`src/port_pkg.sv`:
```
/*
 * Shared constants for the timed I/O port, its serialiser and the clock block.
 * Assumes a single 125 MHz system clock with a synchronous active-high reset.
 */
package port_pkg;
	localparam int          CLOCK_MHZ      = 125;
	localparam int          REF_MHZ        = 100;
	localparam int          NUM_CLK_BLOCKS = 6;
	localparam int          CB_SEL_W       = 3;
	localparam logic [2:0]  CB_REF         = 3'h0;
	localparam int          COUNT_W        = 16;
	localparam logic [15:0] COUNT_RESET    = 16'h0000;
	localparam logic [15:0] COUNT_ONE      = 16'h0001;
	localparam int          DIV_W          = 8;
	localparam logic [7:0]  DIV_RESET      = 8'h00;
	localparam logic [7:0]  DIV_STEP       = 8'h01;
	// Reference phase accumulator: adds REF_MHZ per system clock, wraps at CLOCK_MHZ
	localparam int          ACC_W          = 8;
	localparam logic [7:0]  ACC_STEP       = 8'(REF_MHZ);
	localparam logic [7:0]  ACC_WRAP       = 8'(CLOCK_MHZ);
	localparam logic [7:0]  ACC_RESET      = 8'h00;

	typedef enum logic [1:0] {
		MODE_PLAIN  = 2'b00,
		MODE_TIMED  = 2'b01,
		MODE_COND   = 2'b10,
		MODE_STROBE = 2'b11
	} port_mode_t;

	typedef enum logic [1:0] {
		COND_NONE = 2'b00,
		COND_EQ   = 2'b01,
		COND_NEQ  = 2'b10
	} pin_cond_t;

	function automatic logic legal_width(input int w);
		return (w == 1) || (w == 4) || (w == 8) || (w == 16) || (w == 32);
	endfunction
endpackage

```
`src/clock_block.sv`:
```
/*
 * Six clock blocks: block 0 ticks at the reference rate, the rest
 * divide the reference or a one-bit port input.
 * Assumes pin inputs are synchronous to clock.
 */
`timescale 1ns/10ps
module clock_block
	import port_pkg::*;
(
	input  wire logic                                clock,
	input  wire logic                                srst,
	input  wire logic [NUM_CLK_BLOCKS-1:0]           use_pin,
	input  wire logic [NUM_CLK_BLOCKS-1:0]           pin_clk,
	input  wire logic [NUM_CLK_BLOCKS-1:0][DIV_W-1:0] divide,
	output logic      [NUM_CLK_BLOCKS-1:0]           tick
);
	logic [ACC_W-1:0]                  acc;
	logic [ACC_W-1:0]                  next_acc;
	logic                              ref_tick;
	logic [NUM_CLK_BLOCKS-1:0]         pin_prev;
	logic [DIV_W-1:0]                  div_cnt [NUM_CLK_BLOCKS];
	logic [NUM_CLK_BLOCKS-1:0]         src_tick;

	// Fractional accumulator gives 100 ticks per 125 clocks on average
	assign next_acc = acc + ACC_STEP;
	assign ref_tick = (next_acc >= ACC_WRAP);

	always_ff @(posedge clock) begin
		if (srst) begin
			acc      <= ACC_RESET;
			pin_prev <= '0;
		end else begin
			acc      <= ref_tick ? next_acc - ACC_WRAP : next_acc;
			pin_prev <= pin_clk;
		end
	end

	for (genvar i = 0; i < NUM_CLK_BLOCKS; i++) begin : g_cb
		// Rising edge of the external clock, taken from a one-bit port
		assign src_tick[i] = use_pin[i] ? (pin_clk[i] & ~pin_prev[i]) : ref_tick; // RULE_14
		if (i == 0) begin : g_ref
			assign tick[i] = ref_tick; // RULE_13
			always_ff @(posedge clock) div_cnt[i] <= DIV_RESET;
		end else begin : g_div
			// Divide value 0 passes every source edge
			assign tick[i] = src_tick[i] && (div_cnt[i] == divide[i]); // RULE_15
			always_ff @(posedge clock) begin
				if (srst || tick[i])
					div_cnt[i] <= DIV_RESET;
				else if (src_tick[i])
					div_cnt[i] <= div_cnt[i] + DIV_STEP;
			end
		end
	end
endmodule // clock_block

```
`src/serdes_buf.sv`:
```
/*
 * Shift register plus transfer register between pins and core.
 * Assumes the caller strobes shift on clock-block ticks only.
 */
`timescale 1ns/10ps
module serdes_buf
	import port_pkg::*;
#(
	parameter int WIDTH = 1
) (
	input  wire logic             clock,
	input  wire logic             srst,
	input  wire logic             load,
	input  wire logic [WIDTH-1:0] load_data,
	input  wire logic             capture,
	input  wire logic [WIDTH-1:0] pins,
	output logic      [WIDTH-1:0] shift_q,
	output logic      [WIDTH-1:0] xfer_q
);
	// Transfer register meets the core and samples input pins; shift stage drives the output pins
	always_ff @(posedge clock) begin
		if (srst) begin
			shift_q <= '0;
			xfer_q  <= '0;
		end else begin
			if (load)
				shift_q <= load_data; // RULE_05
			if (capture)
				xfer_q <= pins; // RULE_05
		end
	end
endmodule // serdes_buf

```
`src/timed_port.sv`:
```
/*
 * One timed I/O port: direction-fixed pins, 16-bit counter, timestamp,
 * conditional input, open-drain and strobe handshakes, pin sharing.
 * Assumes the core issues one request per cycle and pins are synchronous.
 */
// What this block does
// RULE_01: All pins of a port share direction
// RULE_02: Width one, four, eight, sixteen, thirty-two
// RULE_03: Drive or sample, optionally wait condition
// RULE_04: Open-drain: zero pulls low, one floats
// RULE_05: Data passes serialiser and transfer register; input pins are captured straight into the transfer register
// RULE_06: Sixteen-bit counter schedules data transfer
// RULE_07: Counter readable at any time
// RULE_08: Transfer latches counter as timestamp
// RULE_09: Enabled link disconnects underlying port pins
// RULE_10: Enabled port overrules wider sharing port
// RULE_11: Unshared pins stay with wider port
// RULE_12: Transfer always at full width
// RULE_13: Six clock blocks; block zero reference
// RULE_14: Clock block may source one-bit port
// RULE_15: Port-sourced clock may be divided
// RULE_16: External strobe_in marks valid input data
// RULE_17: Strobed output emits strobe_out with data
// RULE_18: After reset ports use clock block zero
// RULE_19: Core port access completes in one cycle
// RULE_20: Counter increments per tick, wraps
`timescale 1ns/10ps
module timed_port
	import port_pkg::*;
#(
	parameter int WIDTH = 4
) (
	input  wire logic                                 clock,
	input  wire logic                                 srst,
	input  wire logic                                 enable,
	input  wire logic                                 is_output,
	input  wire logic                                 open_drain,
	input  wire port_mode_t                           mode,
	input  wire pin_cond_t                            cond,
	input  wire logic [WIDTH-1:0]                     cond_value,
	input  wire logic [COUNT_W-1:0]                   due_time,
	input  wire logic                                 cb_set,
	input  wire logic [CB_SEL_W-1:0]                  cb_sel_in,
	input  wire logic [NUM_CLK_BLOCKS-1:0]            cb_use_pin,
	input  wire logic [NUM_CLK_BLOCKS-1:0]            cb_pin_clk,
	input  wire logic [NUM_CLK_BLOCKS-1:0][DIV_W-1:0] cb_divide,
	input  wire logic                                 wr_req,
	input  wire logic [WIDTH-1:0]                     wr_data,
	input  wire logic                                 rd_req,
	output logic                                      rd_valid,
	output logic      [WIDTH-1:0]                     rd_data,
	output logic      [COUNT_W-1:0]                   count,
	output logic      [COUNT_W-1:0]                   timestamp,
	output logic                                      busy,
	input  wire logic                                 link_enable,
	input  wire logic [WIDTH-1:0]                     narrow_owned,
	input  wire logic [WIDTH-1:0]                     pin_in,
	output logic      [WIDTH-1:0]                     pin_out,
	output logic      [WIDTH-1:0]                     pin_oe_n,
	input  wire logic                                 strobe_in,
	output logic                                      strobe_out
);

	logic [CB_SEL_W-1:0]       cb_sel;
	logic                      cb_ok;
	logic [NUM_CLK_BLOCKS-1:0] ticks;
	logic                      tick;
	logic                      pending;
	logic                      have_data;
	logic                      strobe_q;
	logic [WIDTH-1:0]          shift_q;
	logic [WIDTH-1:0]          xfer_q;
	logic [WIDTH-1:0]          owned;
	logic                      cond_ok;
	logic                      time_ok;
	logic                      fire;
	logic                      do_out;
	logic                      do_in;
	logic [WIDTH-1:0]          drive_en;

	clock_block u_cb (
		.clock   (clock),
		.srst    (srst),
		.use_pin (cb_use_pin),
		.pin_clk (cb_pin_clk),
		.divide  (cb_divide),
		.tick    (ticks)
	);

	// Numbers past the last block are ignored, so tick never indexes off the end
	assign cb_ok = (cb_sel_in < CB_SEL_W'(NUM_CLK_BLOCKS)); // RULE_13
	assign tick  = ticks[cb_sel];

	// Pin ownership: a link or a narrower port removes pins, never the width
	assign owned = (enable && !link_enable) ? ~narrow_owned : '0; // RULE_09 RULE_10 RULE_11

	assign cond_ok = (mode != MODE_COND) || (cond == COND_NONE) ||
		((cond == COND_EQ) && (pin_in == cond_value)) ||
		((cond == COND_NEQ) && (pin_in != cond_value)); // RULE_03
	assign time_ok = (mode != MODE_TIMED) || (count == due_time); // RULE_06
	assign fire    = enable && pending && tick && time_ok && cond_ok &&
		((mode != MODE_STROBE) || is_output || strobe_in); // RULE_16

	// Direction is a whole-port property, so only one path can fire
	assign do_out = fire && is_output; // RULE_01
	assign do_in  = fire && !is_output; // RULE_01

	serdes_buf #(.WIDTH(WIDTH)) u_buf (
		.clock     (clock),
		.srst      (srst),
		.load      (do_out),
		.load_data (xfer_q),
		.capture   (do_in || (wr_req && is_output)),
		.pins      (do_in ? pin_in : wr_data), // RULE_12
		.shift_q   (shift_q),
		.xfer_q    (xfer_q)
	);

	always_ff @(posedge clock) begin
		if (srst)
			cb_sel <= CB_REF; // RULE_18
		else if (cb_set && cb_ok)
			cb_sel <= cb_sel_in;
	end

	always_ff @(posedge clock) begin
		if (srst)
			count <= COUNT_RESET;
		else if (tick)
			count <= count + COUNT_ONE; // RULE_20 RULE_07
	end

	always_ff @(posedge clock) begin
		if (srst)
			timestamp <= COUNT_RESET;
		else if (fire)
			timestamp <= count; // RULE_08
	end

	// A new request arms the port; the fire clears it, request wins a tie
	always_ff @(posedge clock) begin
		if (srst)
			pending <= 1'b0;
		else if (wr_req || rd_req)
			pending <= 1'b1;
		else if (fire)
			pending <= 1'b0;
	end

	always_ff @(posedge clock) begin
		if (srst)
			have_data <= 1'b0;
		else if (do_in)
			have_data <= 1'b1;
		else if (rd_req)
			have_data <= 1'b0;
	end

	always_ff @(posedge clock) begin
		if (srst)
			strobe_q <= 1'b0;
		else
			strobe_q <= do_out && (mode == MODE_STROBE); // RULE_17
	end

	// Read answers the same cycle from the transfer register
	assign rd_valid   = rd_req && have_data; // RULE_19
	assign rd_data    = xfer_q;
	assign busy       = pending;
	assign strobe_out = strobe_q;

	// Open-drain only ever drives a low; ones are released
	assign drive_en = (is_output ? owned : '0) & (open_drain ? ~shift_q : '1); // RULE_04
	assign pin_out  = open_drain ? '0 : shift_q; // RULE_03
	assign pin_oe_n = ~drive_en;
endmodule // timed_port

```
`config.mk`:
```
export PLATFORM = sky130hd
export DESIGN_NAME = timed_port
export DESIGN_NICKNAME = d
export VERILOG_FILES = /design/src/port_pkg.sv /design/src/clock_block.sv /design/src/serdes_buf.sv /design/src/timed_port.sv
export SDC_FILE = /design/constraint.sdc
export NUM_CORES = 1
export LEC_CHECK = 0
export BUFFER_PORTS_ARGS = -buffer_cell sky130_fd_sc_hd__buf_2
export CAP_MARGIN = 20
export CORE_MARGIN = 4
export CORE_UTILIZATION = 48
export DETAILED_ROUTE_END_ITERATION = 8
export GPL_TIMING_DRIVEN = 0
export HOLD_SLACK_MARGIN = 0.12
export PLACE_DENSITY = 0.77
export SYNTH_ARGS = -nofsm -noshare
export SYNTH_HDL_FRONTEND = slang
export SYNTH_SLANG_ARGS = --single-unit
```
`constraint.sdc`:
```
create_clock -name clock -period 2.8 [get_ports clock]
set_clock_uncertainty 0.05 [all_clocks]
set_input_delay 0.28 -clock clock [delete_from_list [all_inputs] [get_ports clock]]
set_output_delay 0.28 -clock clock [all_outputs]
set_load 0.02 [all_outputs]
```
---- Yosys cells after proc, flatten, opt, wreduce, memory -nomap -nowiden ----
Memories as Yosys holds them, arrays and structs flattened.
Index checks and enable logic that the tools add are counted.
Widths: inputs -> output; s select.
cells by class
  reductions and logical operators ........ 37
  equal/unequal tests ..................... 14
  add/subtract/negate cells ............... 8
  $lt $le $gt $ge ......................... 3
  mux-type cells .......................... 47
  bitwise gates (word level) .............. 19
operators by type and width
  kind                   number
  $mux 8                 6
  $add 8x1->8 const B    5
  $eq 8x8->1             5
  $mux 1                 35
  $mux 4                 5
  $logic_and 1x1->1      19
  $add 16x1->16 const B  1
  $eq 16x16->1           1
  $logic_or 1x1->1       13
  $not 4->4              3
  $add 8x7->8 const B    1
  $ge 8x7->1 const B     1
  $sub 8x7->8 const B    1
  $and 1x1->1            5
  $not 1->1              5
  $or 1x1->1             5
  $and 4x4->4            1
  $eq 2x2->1 const B     2
  $eq 4x4->1             1
  $lt 3x4->1 const B     1
  $ne 2x2->1 const B     2
  $ne 4x4->1             1
  $reduce_bool 2->1      2
  $bmux 1 s3             1
  other kinds (5)        6
word-level totals
  bits in registers ....................... 60
  bits of input ports ..................... 109
  memories ................................ 1
  memory bits (writable) .................. 48
  logic and storage cells ................. 139
  output and inout bits ................... 47
memories
  memory        words  width  rd ports  clocked after Yosys merged registers in  write ports  line               source
  u_cb.div_cnt  6      8      5         0                                        6            clock_block.sv:21  logic [DIV_W-1:0] div_cnt [NUM_CLK_BLOCKS];

---- Longest topological paths before layout ----
Gate-level depths: netlist (run 1).
  depth in word-level cells ............... 12
  depth in mapped cells ................... 12
  depth with buffers taken out ............ 10

---- Hierarchy ----
Synthesis (run 1) repeated with hierarchy kept, for this count alone.
second synthesis, totals
  cells, all modules ...................... 580
  area total of the unflattened synthesis .. 5644.2 sq um
by module, submodules not included
  module       cells each  instances  area each (sq um)  seq. area each (sq um)
  clock_block  323         1          3278.1             1461.4
  timed_port   230         1          2082.0             760.7
  serdes_buf   27          1          284.0              160.2

---- Least setup slack after synthesis (run 1) ----
No wires, ideal clock.
  kind .................................... reg2reg
  from .................................... register u_cb.acc[3]
  to ...................................... register count[11]
  stages on the path, launching flop included .. 11
  data required time ...................... 2.629 ns
  setup slack ............................. 0.106 ns
  period minus slack after synthesis ...... 2.694 ns
  setup time .............................. 0.121 ns
  arrival time ............................ 2.523 ns
  path buffers ............................ 1
  cells stage by stage .................... dfxtp_1 -> ha_1 -> and3_1 -> o211ai_1 -> a21oi_4 -> o311ai_1 -> o221ai_2 -> a31oi_4 -> buf_6 -> nor4_1 -> mux2_2
between the ends
  cells in the longest elaborated chain, start to end .. 6
  elaborated cells on any way between the ends .. 14
  those cells by class .................... add/sub: 1; order compare: 1; mux: 7; reduce/logical: 5
RTL lines
  what                              line               source
  start: declaration                clock_block.sv:17  logic [ACC_W-1:0] acc;
  start signal: assignment          clock_block.sv:33  acc <= ref_tick ? next_acc - ACC_WRAP : next_acc;
  $add 8x7->8 (*)                   clock_block.sv:25  assign next_acc = acc + ACC_STEP;
  $ge 8x7->1 (*)                    clock_block.sv:26  assign ref_tick = (next_acc >= ACC_WRAP);
  $mux 1                            clock_block.sv:40  assign src_tick[i] = use_pin[i] ? (pin_clk[i] & ~pin_prev[i]) : ref_tick;
  $logic_and 1x1->1                 clock_block.sv:46  assign tick[i] = src_tick[i] && (div_cnt[i] == divide[i]);
  $bmux 1 s3 (*)                    timed_port.sv:92   assign tick = ticks[cb_sel];
  $mux 1 (implied by the code) (*)  timed_port.sv:92
  end signal: assignment            timed_port.sv:130  count <= count + COUNT_ONE;
  end: declaration                  timed_port.sv:52   output logic [COUNT_W-1:0] count,
Mark *: on every way between the ends. The rest lies on a longest branch, timed or not. The select of a mux whose other input is x is not followed.
A chain may end at the register's enable or synchronous reset.

---- Worst setup path in the final report (run 1) ----
  from .................................... register u_cb.acc[3]
  to ...................................... register count[15]
Same word-level chain as after synthesis.

==> results of run 1 <==
==> final cells by class <==
class                      instances  area, um2  share of cell area, %
buffer                            26      141.4                  2.015
clock buffer                      14      255.2                  3.638
clock inverter                     2      36.28                 0.5171
inverter                          19      71.32                  1.016
multi-input combinational        458       3127                  44.56
sequential                        99       2390                  34.06
tap                              140      175.2                  2.496
timing repair buffer             155      820.8                  11.70
==> worst reg2reg max path: stages, from the launching register on <==
cell and delay (ns):
dfxtp_4 0.38, ha_4 0.19, and3_1 0.17, o211ai_1 0.09
buf_4 0.16, a21oi_4 0.22, o311ai_2 0.14, o221ai_2 0.28
a31oi_4 0.19, buf_6 0.18, or4_1 0.53, a21oi_2 0.13
==> repair_timing <==
item,CTS,global route
gates cloned,1,1
resized for setup,6,41
setup buffers,7,3
endpoints found under the hold margin,0,0
endpoints found under the setup margin,42,49
pin swaps,4,22
==> logic make-up after synthesis <==
group / count (synthesis) / synth area share [%]
adder cells (fa/ha/maj): 10 / 2.262
multiplexers: 7 / 1.312
XOR/XNOR: 100 / 15.97
flip-flops: 99 / 43.08
AO/OA/AOI/OAI: 111 / 12.94
buffers and inverters: 45 / 3.439
AND/OR/NAND/NOR: 229 / 21.00
==> worst max path at each step <==
| stage | start | to | slack [ns] |
|---|---|---|---|
| finish | u_cb.acc[3] | count[15] | 0.0006 |
| global route | u_cb.acc[2] | count[15] | -0.1 |
| floorplan | u_cb.acc[3] | count[11] | 0.11 |
| detailed placement | u_cb.acc[2] | count[11] | -0.24 |
| CTS | u_cb.acc[2] | count[9] | 0.003 |
| global placement | u_cb.acc[3] | count[11] | -0.27 |
==> through the flow <==
stage               total power (W)  cell area [um2]  worst slack [ns]
floorplan                  0.002636             5530            0.1063
global placement           0.002914             6426           -0.2685
detailed placement         0.002965             6426           -0.2444
CTS                        0.004234             6802          0.002750
global route               0.004605             7017          -0.09639
finish                     0.004373             7017         0.0005786
==> Yosys cell counts (all sizes together) <==
master,number
nor2,74
xnor2,72
dfxtp,59
nand3,50
a21oi,40
edfxtp,40
o21ai,30
xor2,28
nand2,20
inv,19
clkbuf,18
nand4,17
and3,15
o31ai,13
ha,10
or4,10
buf,8
or3,8
nor2b,7
nor3,7
nor4,6
o211ai,6
mux2i,5
nand2b,5
a211o,4
a211oi,4
a31oi,4
and2,3
a221oi,2
a31o,2
mux2,2
nand3b,2
o31a,2
or2,2
and4,1
nor3b,1
o2111ai,1
o221ai,1
o22ai,1
o311ai,1
or4b,1
==> flip-flops by register name (all words and copies together) (netlist names) <==
name	flops
u_cb.pin_prev	5
u_cb.div_cnt	40
count	16
strobe_out	1
u_buf.shift_q	4
have_data	1
u_buf.xfer_q	4
cb_sel	3
timestamp	16
busy	1
u_cb.acc	8
==> power breakdown <==
| group | internal [W] | total [W] | leakage, nW | switching (W) |
|---|---|---|---|---|
| Clock | 0.000723 | 0.00124 | 0.144 | 0.000516 |
| Sequential | 0.00170 | 0.00192 | 0.924 | 0.000216 |
| Combinational | 0.000556 | 0.00122 | 1.66 | 0.000663 |
==> per-layer routing <==
layer / vias to the layer above / share of wire [%] / GRT usage, %
met4: 0 / 1.5 / 6.338
met5: - / 0 / 0
met1: 2497 / 42 / 27.55
met3: 23 / 5.5 / 4.000
met2: 184 / 51 / 37.73
li1: 2478 / - / -
==> summary.md, run 1 <==
| Metric | Value |
|---|---|
| Hold buffers post-CTS | `0` |
| Critical path type | `flip-flop to flip-flop` |
| Hpwl dp | `10920 um` |
| Starting Density | `about half` |
| Most common cell after layout, fill and taps aside | `buf_2` |
| Relative slew slack | `52.57%` |
| Hold_ws | `roughly 0.13 ns` |
| Reg2reg path depth | `11` |
| Leak | `2.729 nW` |
| Total clock sinks | `99` |
| Ant. Diodes | `0` |
| Initial antenna violation count | `0` |
| Worst VDD drop | `0.0003269 V` |
| Final nets | `887` |
| Reg2reg start | `u_cb.acc[3]` |
| Syn Inst Count | `601` |
| Sequential fraction of the synthesis area | `43.08%` |
| Ports | `156` |
| Worst-path clk slew | `approximately 0.060 ns` |
| Share of cells above drive strength 1 | `between 20% and 30%` |
| CTS tree | `done` |
| Cell-by-cell trace of the critical path | `ha_4 > and3_1 > o211ai_1 > buf_4 > a21oi_4 > o311ai_2 > o221ai_2 > a31oi_4 > buf_6 > or4_1 > a21oi_2` |
| Final core occ | `63.34%` |
| Detailed Routing Iterations Pass 1 | `4` |
| Synth unique cells | `52` |
| Most frequent cells in the layout | `buf_2, nor2_1, xnor2_1` |
| Placed Cells | `885` |
| Top cell type by total area after synthesis | `edfxtp_1` |
| Layout Area Growth over Synthesis | `26.88%` |
| Hold Vio Cnt, Final | `0` |
| Worst-Skew Late Latency | `~0.34 ns` |
| Max incr delay on CP | `~0.53 ns` |
| Site Rows | `38` |
| Status | `finished, final reports clean` |
| Port Buffers | `144` |
| CTS H-tree lvls | `3` |
| Crit path depth | `11` |
| Top cells by area, synth | `edfxtp_1, dfxtp_1, xnor2_1` |
| Startpoint type of the worst setup path | `flip-flop` |
| Synth top area share | `21.72%` |
| Final min period | `2.799 ns` |
| CTS Root Cell | `clkbuf_16` |
| CTS buffer count | `9` |
| CP max stage cell | `or4_1` |
| Placer Congestion | `0.8722` |
| Fmax achieved | `around 360 MHz` |
| Via count | `5182` |
| Critical path peak fanout | `6` |
| 1st-iter DRT viols | `265` |
| RSZ-0062 raised after global routing | `true` |
| CP arrival | `3.02 ns` |
| CP Data Required Time | `3.02 ns` |
| Hold Crit Start | `cb_pin_clk[1]` |
| Total nets after synthesis | `720` |
| Wire per inst | `16.39 um` |
| Ys Warns | `0` |
| Core Footprint | `11080 um2` |
| Non-Filler Instances | `913` |
| Largest net degree at the start of global routing | `16` |
| Max Buffers Root-to-Sink | `2` |
| Pins Over Slew Limit | `0` |
| CP endpoint kind | `flip-flop` |
| Final number of setup-violating endpoints | `0` |
| Die width | `115.3 um` |
| Gr ovfl total | `0` |
| Fill cell count | `between 900 and 1000` |
| Hold Path Cell Cnt | `2` |
| Max-Cap Viols | `0` |
| Vias per cell | `5.676` |
| Buf/Inv on CP | `2` |
| FF-to-FF End | `count[15]` |
| DIE AREA | `13300 um2` |
| All-Layer GR Usage | `21.71%` |
| TNS Setup | `0 ns` |
| Routed Antenna Nets | `0` |
| Synthesized area per cell | `between 9 and 10 um2` |
| Hold path endpoint | `u_cb.pin_prev[1]` |
| DRC | `0` |
| Hold WC Path Type | `input port to flip-flop` |
| Vias in the first global route | `5112` |
| Delay-heaviest family, CP | `compound AO/OA/AOI/OAI gates` |
| Slew @ Worst Pin | `0.7114 ns` |
| Post-route clock period utilization | `approximately 100%` |
| Register bit total from synthesis | `99` |
| FF-to-FF setup slack | `0.0006 ns` |
| First-pass GRT wire length | `23490 um` |
| Final wirelength | `14970 um` |
| Pwr dens | `623.2 nW/um2` |
| Synthesized area | `around 5500 um2` |
| Die Height | `115.3 um` |
No activity file was read; power rests on OpenSTA's default activity.
==> inputs of run 2 (changes only) <==
Settings changed: GPL_ROUTABILITY_DRIVEN from default to 0, RECOVER_POWER from default to 25.
==> run 2 against run 1 <==
Net effect:
- setup slack is essentially flat
- worst hold slack lost 0.0013 ns
- die area is the same
- via count is essentially flat
- sequential share of layout area grew 0.22 points
- combinational power is essentially flat
- sequential power is essentially flat
- utilization shrank 0.41 points
- non-clock buffer count is the same
- wire length is essentially flat
- final area shrank 0.64%
- register-to-register slack is essentially flat
==> summary.md, run 2 (synthesized netlist as in run 1, its figures left out) <==
| Metric | Value |
|---|---|
| Share of cells above drive strength 1 | `23.16% (-4.7 points)` |
| Most frequent cells in the layout | `buf_2, nor2_1, xnor2_1` |
| Sequential share of power | `43.8% (about the same)` |
| Hold Path Cell Cnt | `2 (unchanged)` |
| Ports | `156 (unchanged)` |
| CTS H-tree lvls | `3 (unchanged)` |
| Initial antenna violation count | `0 (unchanged)` |
| Final number of setup-violating endpoints | `0 (unchanged)` |
| Worst VDD drop | `0.0003274 V (+0.14%)` |
| Detailed Routing Iterations Pass 1 | `5 (+1)` |
| Sw Ratio | `32.00% (+0.094 points)` |
| Slew @ Worst Pin | `0.7385 ns (+0.02707 ns)` |
| Worst-path clk slew | `0.06 ns (about the same)` |
| 1st-iter DRT viols | `233 (-12%)` |
| CTS tree | `done` |
| Vias in the first global route | `5112 (unchanged)` |
| Crit path depth | `11 (unchanged)` |
| All-Layer GR Usage | `21.71% (unchanged)` |
| Clock share of power | `28.4% (about the same)` |
| Buf/Inv on CP | `2 (unchanged)` |
| Gr ovfl total | `0 (unchanged)` |
| Layout Area Growth over Synthesis | `26.06%` |
| TNS Setup | `0 ns (unchanged)` |
| Hold Vio Cnt, Final | `0 (unchanged)` |
| Cell-by-cell trace of the critical path | `ha_4 > and3_1 > o211ai_1 > buf_4 > a21oi_4 > o311ai_2 > o221ai_2 > a31oi_4 > buf_6 > or4_1 > a21oi_2` |
| Critical path peak fanout | `6 (unchanged)` |
| Leak | `2.574 nW (-5.7%)` |
| Routed Antenna Nets | `0 (unchanged)` |
| DRC | `0 (unchanged)` |
| Site Rows | `38 (unchanged)` |
| Relative slew slack | `50.77% (-1.8 points)` |
| Die width | `115.3 um (unchanged)` |
| Psw | `0.001400 W (+0.36%)` |
| CTS Root Cell | `clkbuf_16` |
| First-pass GRT wire length | `23490 um (unchanged)` |
| Total clock sinks | `99 (unchanged)` |
| Final nets | `887 (unchanged)` |
| DIE AREA | `13300 um2 (unchanged)` |
| Largest net degree at the start of global routing | `16 (unchanged)` |
| Pins Over Slew Limit | `0 (unchanged)` |
| Via count | `5181 (-0.019%)` |
| Post-route clock period utilization | `99.97% (about the same)` |
| Top Registers | `u_cb.div_cnt (40), count (16), timestamp (16)` |
| Hold WC Path Type | `input port to flip-flop` |
| Status | `finished, final reports clean` |
| Hpwl dp | `10920 um (unchanged)` |
| Non-Filler Instances | `913 (unchanged)` |
| Starting Density | `49.92% (unchanged)` |
| Core Footprint | `11080 um2 (unchanged)` |
| CP Data Required Time | `3.02 ns (about the same)` |
| Most common cell after layout, fill and taps aside | `buf_2` |
| Max reg flops | `40 (unchanged)` |
| Logic pwr share | `27.8% (about the same)` |
| CP max stage cell | `or4_1` |
| Startpoint type of the worst setup path | `flip-flop` |
| Max Buffers Root-to-Sink | `2 (unchanged)` |
| Critical path type | `flip-flop to flip-flop` |
| Hold_ws | `0.1270 ns (-0.001262 ns)` |
| Delay-heaviest family, CP | `compound AO/OA/AOI/OAI gates` |
| Placed Cells | `885 (unchanged)` |
| CP endpoint kind | `flip-flop` |
| Reg2reg path depth | `11 (unchanged)` |
| Int Power | `0.002976 W (about the same)` |
| Wire per inst | `16.41 um (about the same)` |
| Vias per cell | `5.675 (about the same)` |
| CTS buffer count | `9 (unchanged)` |
| Max incr delay on CP | `0.53 ns (about the same)` |
| Worst-Skew Late Latency | `0.34 ns (about the same)` |
| Max-Cap Viols | `0 (unchanged)` |
| Most flop-heavy register | `u_cb.div_cnt` |
| RSZ-0062 raised after global routing | `true` |
| Port Buffers | `144 (unchanged)` |
| Final min period | `2.799 ns (-0.0003400 ns)` |
| CP arrival | `3.02 ns (about the same)` |
| Final wirelength | `14980 um (about the same)` |
| Ant. Diodes | `0 (unchanged)` |
| Pwr dens | `627.7 nW/um2 (+0.71%)` |
| Die Height | `115.3 um (unchanged)` |
| Fmax achieved | `357.3 MHz (about the same)` |
==> run 2: changes by cell type in the layout (fill, tap and decap cells not counted) <==
cell | before | now
buf_2 | 145 | 109
clkbuf_1 | 20 | 56
==> run 2: power by group through the flow <==
| stage | Combinational, W | Sequential, W | Clock, W |
|---|---|---|---|
| 6_report | 0.00122 | 0.00192 | 0.00124 |
| 5_1_grt | 0.00135 | 0.00194 | 0.00131 |
| 4_1_cts | 0.00109 | 0.00190 | 0.00124 |
| 3_5_place_dp | 0.00104 | 0.00192 | 0 |
| 3_3_place_gp | 0.00100 | 0.00191 | 0 |
| 2_1_floorplan | 0.000751 | 0.00189 | 0 |
==> run 2: metrics by stage <==
step	util [%]	power [W]	instance area [um2]	worst slack (ns)
finish	62.93	0.004376	6972	0.0009186
global route	62.93	0.004603	6972	-0.09639
CTS	61.40	0.004234	6802	0.002750
detailed placement	58.01	0.002965	6426	-0.2444
global placement	58.01	0.002914	6426	-0.2685
floorplan	-	0.002636	5530	0.1063
==> run 2: final timing paths <==
kind                  from               end  slack, ns
max            u_cb.acc[3]         count[15]     0.0009
min          cb_pin_clk[1]  u_cb.pin_prev[1]       0.13
max reg2reg    u_cb.acc[3]         count[15]     0.0009
min reg2reg   timestamp[4]      timestamp[4]       0.43
==> run 2: cell type report <==
class                           count  area, um2
Multi-Input combinational cell    458       3127
Sequential cell                    99       2390
Clock buffer                       14      255.2
Timing Repair Buffer              155      775.7
Buffer                             26      141.4
Tap cell                          140      175.2
Clock inverter                      2      36.28
Inverter                           19      71.32
Fill cell                         925       4106
==> run 2: layer usage <==
layer | global-route usage, % | vias to the layer above | share of wire, %
met4 | 6.338 | 0 | 1.7
met2 | 37.73 | 193 | 51
met3 | 4.000 | 25 | 5.7
li1 | - | 2472 | -
met1 | 27.55 | 2491 | 41
met5 | 0 | - | 0
==> run 2: repair_timing <==
| action | in CTS | in global routing |
|---|---|---|
| setup endpoints to repair | 42 | 49 |
| cloned | 1 | 1 |
| hold buffers | 0 | 0 |
| gates resized for setup | 6 | 41 |
| pin swaps | 4 | 22 |
| buffers inserted | 7 | 3 |
==> inputs of run 3 (changes only) <==
--- a/constraint.sdc
+++ b/constraint.sdc
@@ -3,3 +3,3 @@
 set_input_delay 0.28 -clock clock [delete_from_list [all_inputs] [get_ports clock]]
 set_output_delay 0.28 -clock clock [all_outputs]
-set_load 0.02 [all_outputs]
+set_load 0.005 [all_outputs]
==> run 3 against run 2 <==
Net effect:
- worst hold slack better by 0.0011 ns
- setup slack gained 0.0031 ns
- final cell count unchanged
- largest power group unchanged
- sequential share of layout area is essentially flat
- flip-flop and latch count unchanged
- register-to-register slack is essentially flat
- non-clock buffer count is the same
- wire length fell by 0.23%
==> summary.md, run 3 (synthesized netlist as in run 1, its figures left out) <==
| Metric | Value |
|---|---|
| Core Footprint | `11080 um2 (unchanged)` |
| Hold Vio Cnt, Final | `0 (unchanged)` |
| CP endpoint kind | `flip-flop` |
| 1st-iter DRT viols | `241 (+3.4%)` |
| Clock share of power | `28.5% (about the same)` |
| Critical path type | `flip-flop to flip-flop` |
| Relative slew slack | `51.94% (+1.2 points)` |
| Layout Area Growth over Synthesis | `26.22%` |
| Ant. Diodes | `0 (unchanged)` |
| Final WS setup | `0.004007 ns (+0.003089 ns)` |
| Int Power | `0.002976 W (about the same)` |
| Share of cells above drive strength 1 | `24.06% (+0.91 points)` |
| Slew @ Worst Pin | `0.7208 ns (-0.01765 ns)` |
| CP Data Required Time | `3.02 ns (about the same)` |
| DRC | `0 (unchanged)` |
| Hold WC Path Type | `input port to flip-flop` |
| Most frequent cells in the layout | `buf_2, nor2_1, xnor2_1` |
| Starting Density | `49.92% (unchanged)` |
| Wire per inst | `16.37 um (-0.23%)` |
| Max-Cap Viols | `0 (unchanged)` |
| Most common cell after layout, fill and taps aside | `buf_2` |
| First-pass GRT wire length | `23490 um (unchanged)` |
| Max reg flops | `40 (unchanged)` |
| Post-Place Worst Slack | `-0.2444 ns (unchanged)` |
| Pins Over Slew Limit | `0 (unchanged)` |
| Gr ovfl total | `0 (unchanged)` |
| CTS H-tree lvls | `3 (unchanged)` |
| Pwr dens | `623.8 nW/um2 (-0.63%)` |
| Critical path peak fanout | `6 (unchanged)` |
| CP max stage cell | `or4_1` |
| Final number of setup-violating endpoints | `0 (unchanged)` |
| Cell-by-cell trace of the critical path | `ha_4 > and3_1 > o211ai_1 > buf_4 > a21oi_4 > o311ai_2 > o221ai_2 > a31oi_4 > buf_6 > or4_1 > a21oi_2` |
| Largest net degree at the start of global routing | `16 (unchanged)` |
| RSZ-0062 raised after global routing | `true` |
| Die Height | `115.3 um (unchanged)` |
| Buf/Inv on CP | `2 (unchanged)` |
| Fmax achieved | `357.7 MHz (+0.11%)` |
| Via count | `5157 (-0.46%)` |
| Vias in the first global route | `5112 (unchanged)` |
| Final nets | `887 (unchanged)` |
| Site Rows | `38 (unchanged)` |
| DP Area | `6426 um2 (unchanged)` |
| Ports | `156 (unchanged)` |
| Hpwl dp | `10920 um (unchanged)` |
| Final wirelength | `14940 um (-0.23%)` |
| Total clock sinks | `99 (unchanged)` |
| Most flop-heavy register | `u_cb.div_cnt` |
| Status | `finished, final reports clean` |
| Max Buffers Root-to-Sink | `2 (unchanged)` |
| Fill cell count | `922 (-0.32%)` |
| CTS Root Cell | `clkbuf_16` |
| DIE AREA | `13300 um2 (unchanged)` |
| FF-to-FF setup slack | `0.004 ns (about the same)` |
| Top Registers | `u_cb.div_cnt (40), count (16), timestamp (16)` |
| Delay-heaviest family, CP | `compound AO/OA/AOI/OAI gates` |
| Psw | `0.001378 W (-1.6%)` |
| Hold buffers post-CTS | `0 (unchanged)` |
| Initial antenna violation count | `0 (unchanged)` |
| Port Buffers | `144 (unchanged)` |
| Max incr delay on CP | `0.53 ns (about the same)` |
| TNS Setup | `0 ns (unchanged)` |
| CP arrival | `3.02 ns (about the same)` |
| Worst-Skew Late Latency | `0.34 ns (about the same)` |
| Sequential share of power | `44.0% (+0.2 points)` |
| Detailed Routing Iterations Pass 1 | `5 (unchanged)` |
| Final min period | `2.796 ns (-0.003089 ns)` |
| Worst-path clk slew | `0.06 ns (about the same)` |
| CTS buffer count | `9 (unchanged)` |
| Sw Ratio | `31.65% (-0.36 points)` |
| Die width | `115.3 um (unchanged)` |
| Leak | `2.603 nW (+1.1%)` |
| Startpoint type of the worst setup path | `flip-flop` |
| Fin area | `6980 um2 (+0.13%)` |
| All-Layer GR Usage | `21.71% (unchanged)` |
| Vias per cell | `5.648 (-0.46%)` |
| CTS tree | `done` |
| Post-route clock period utilization | `99.86% (-0.11 points)` |
| Routed Antenna Nets | `0 (unchanged)` |
| Worst VDD drop | `0.0003269 V (-0.13%)` |
| Logic pwr share | `27.5% (-0.3 points)` |
run 3: final timing paths:
path | start | endpoint | cells after the start
min | cb_pin_clk[1] | u_cb.pin_prev[1] | 2
max reg2reg | u_cb.acc[2] | count[15] | 11
max | u_cb.acc[2] | count[15] | 11
min reg2reg | timestamp[4] | timestamp[4] | 2
run 3: final cells by class:
class	instances	area (um2)	area share, %
Buffer	26	141.4	2.025
Clock buffer	14	255.2	3.657
Clock inverter	2	36.28	0.5198
Inverter	19	71.32	1.022
Multi-Input combinational cell	458	3127	44.79
Sequential cell	99	2390	34.24
Tap cell	140	175.2	2.509
Timing Repair Buffer	155	784.5	11.24
run 3: worst register-to-register path, stage by stage (launching register included):
cell,delay (ns)
dfxtp_4,0.38
ha_4,0.19
and3_1,0.17
o211ai_1,0.09
buf_4,0.16
a21oi_4,0.21
o311ai_2,0.14
o221ai_2,0.28
a31oi_4,0.19
buf_6,0.18
or4_1,0.53
a21oi_2,0.13
run 3: timing repair:
item	CTS	global route
resized for setup	6	41
endpoints found under the hold margin	0	0
cloned	1	1
pin swaps	4	22
setup endpoints to repair	42	49
buffers inserted	7	3
run 3: routing by layer:
layer / up-vias / part of all wire [%] / track usage (%)
met2: 189 / 51 / 37.73
li1: 2476 / - / -
met4: 0 / 1.6 / 6.338
met1: 2468 / 41 / 27.55
met3: 24 / 5.9 / 4.000
met5: - / 0 / 0
run 3: power by group through the flow:
stage	logic, W	registers [W]	clock network [W]
2_1_floorplan	0.000748	0.00187	0
3_3_place_gp	0.000982	0.00191	0
4_1_cts	0.00107	0.00190	0.00124
5_1_grt	0.00133	0.00194	0.00131
3_5_place_dp	0.00102	0.00192	0
6_report	0.00120	0.00192	0.00124
run 3: stage by stage:
stage	std cells	power (W)	utilization, %	hold slack, ns
6_report	913	0.004354	63.01	0.1281
3_5_place_dp	885	0.002944	58.01	0.4156
4_1_cts	909	0.004214	61.40	0.1263
3_3_place_gp	885	0.002894	58.01	0.4132
2_1_floorplan	601	0.002616	-	0.3582
5_1_grt	913	0.004584	63.01	0.1368
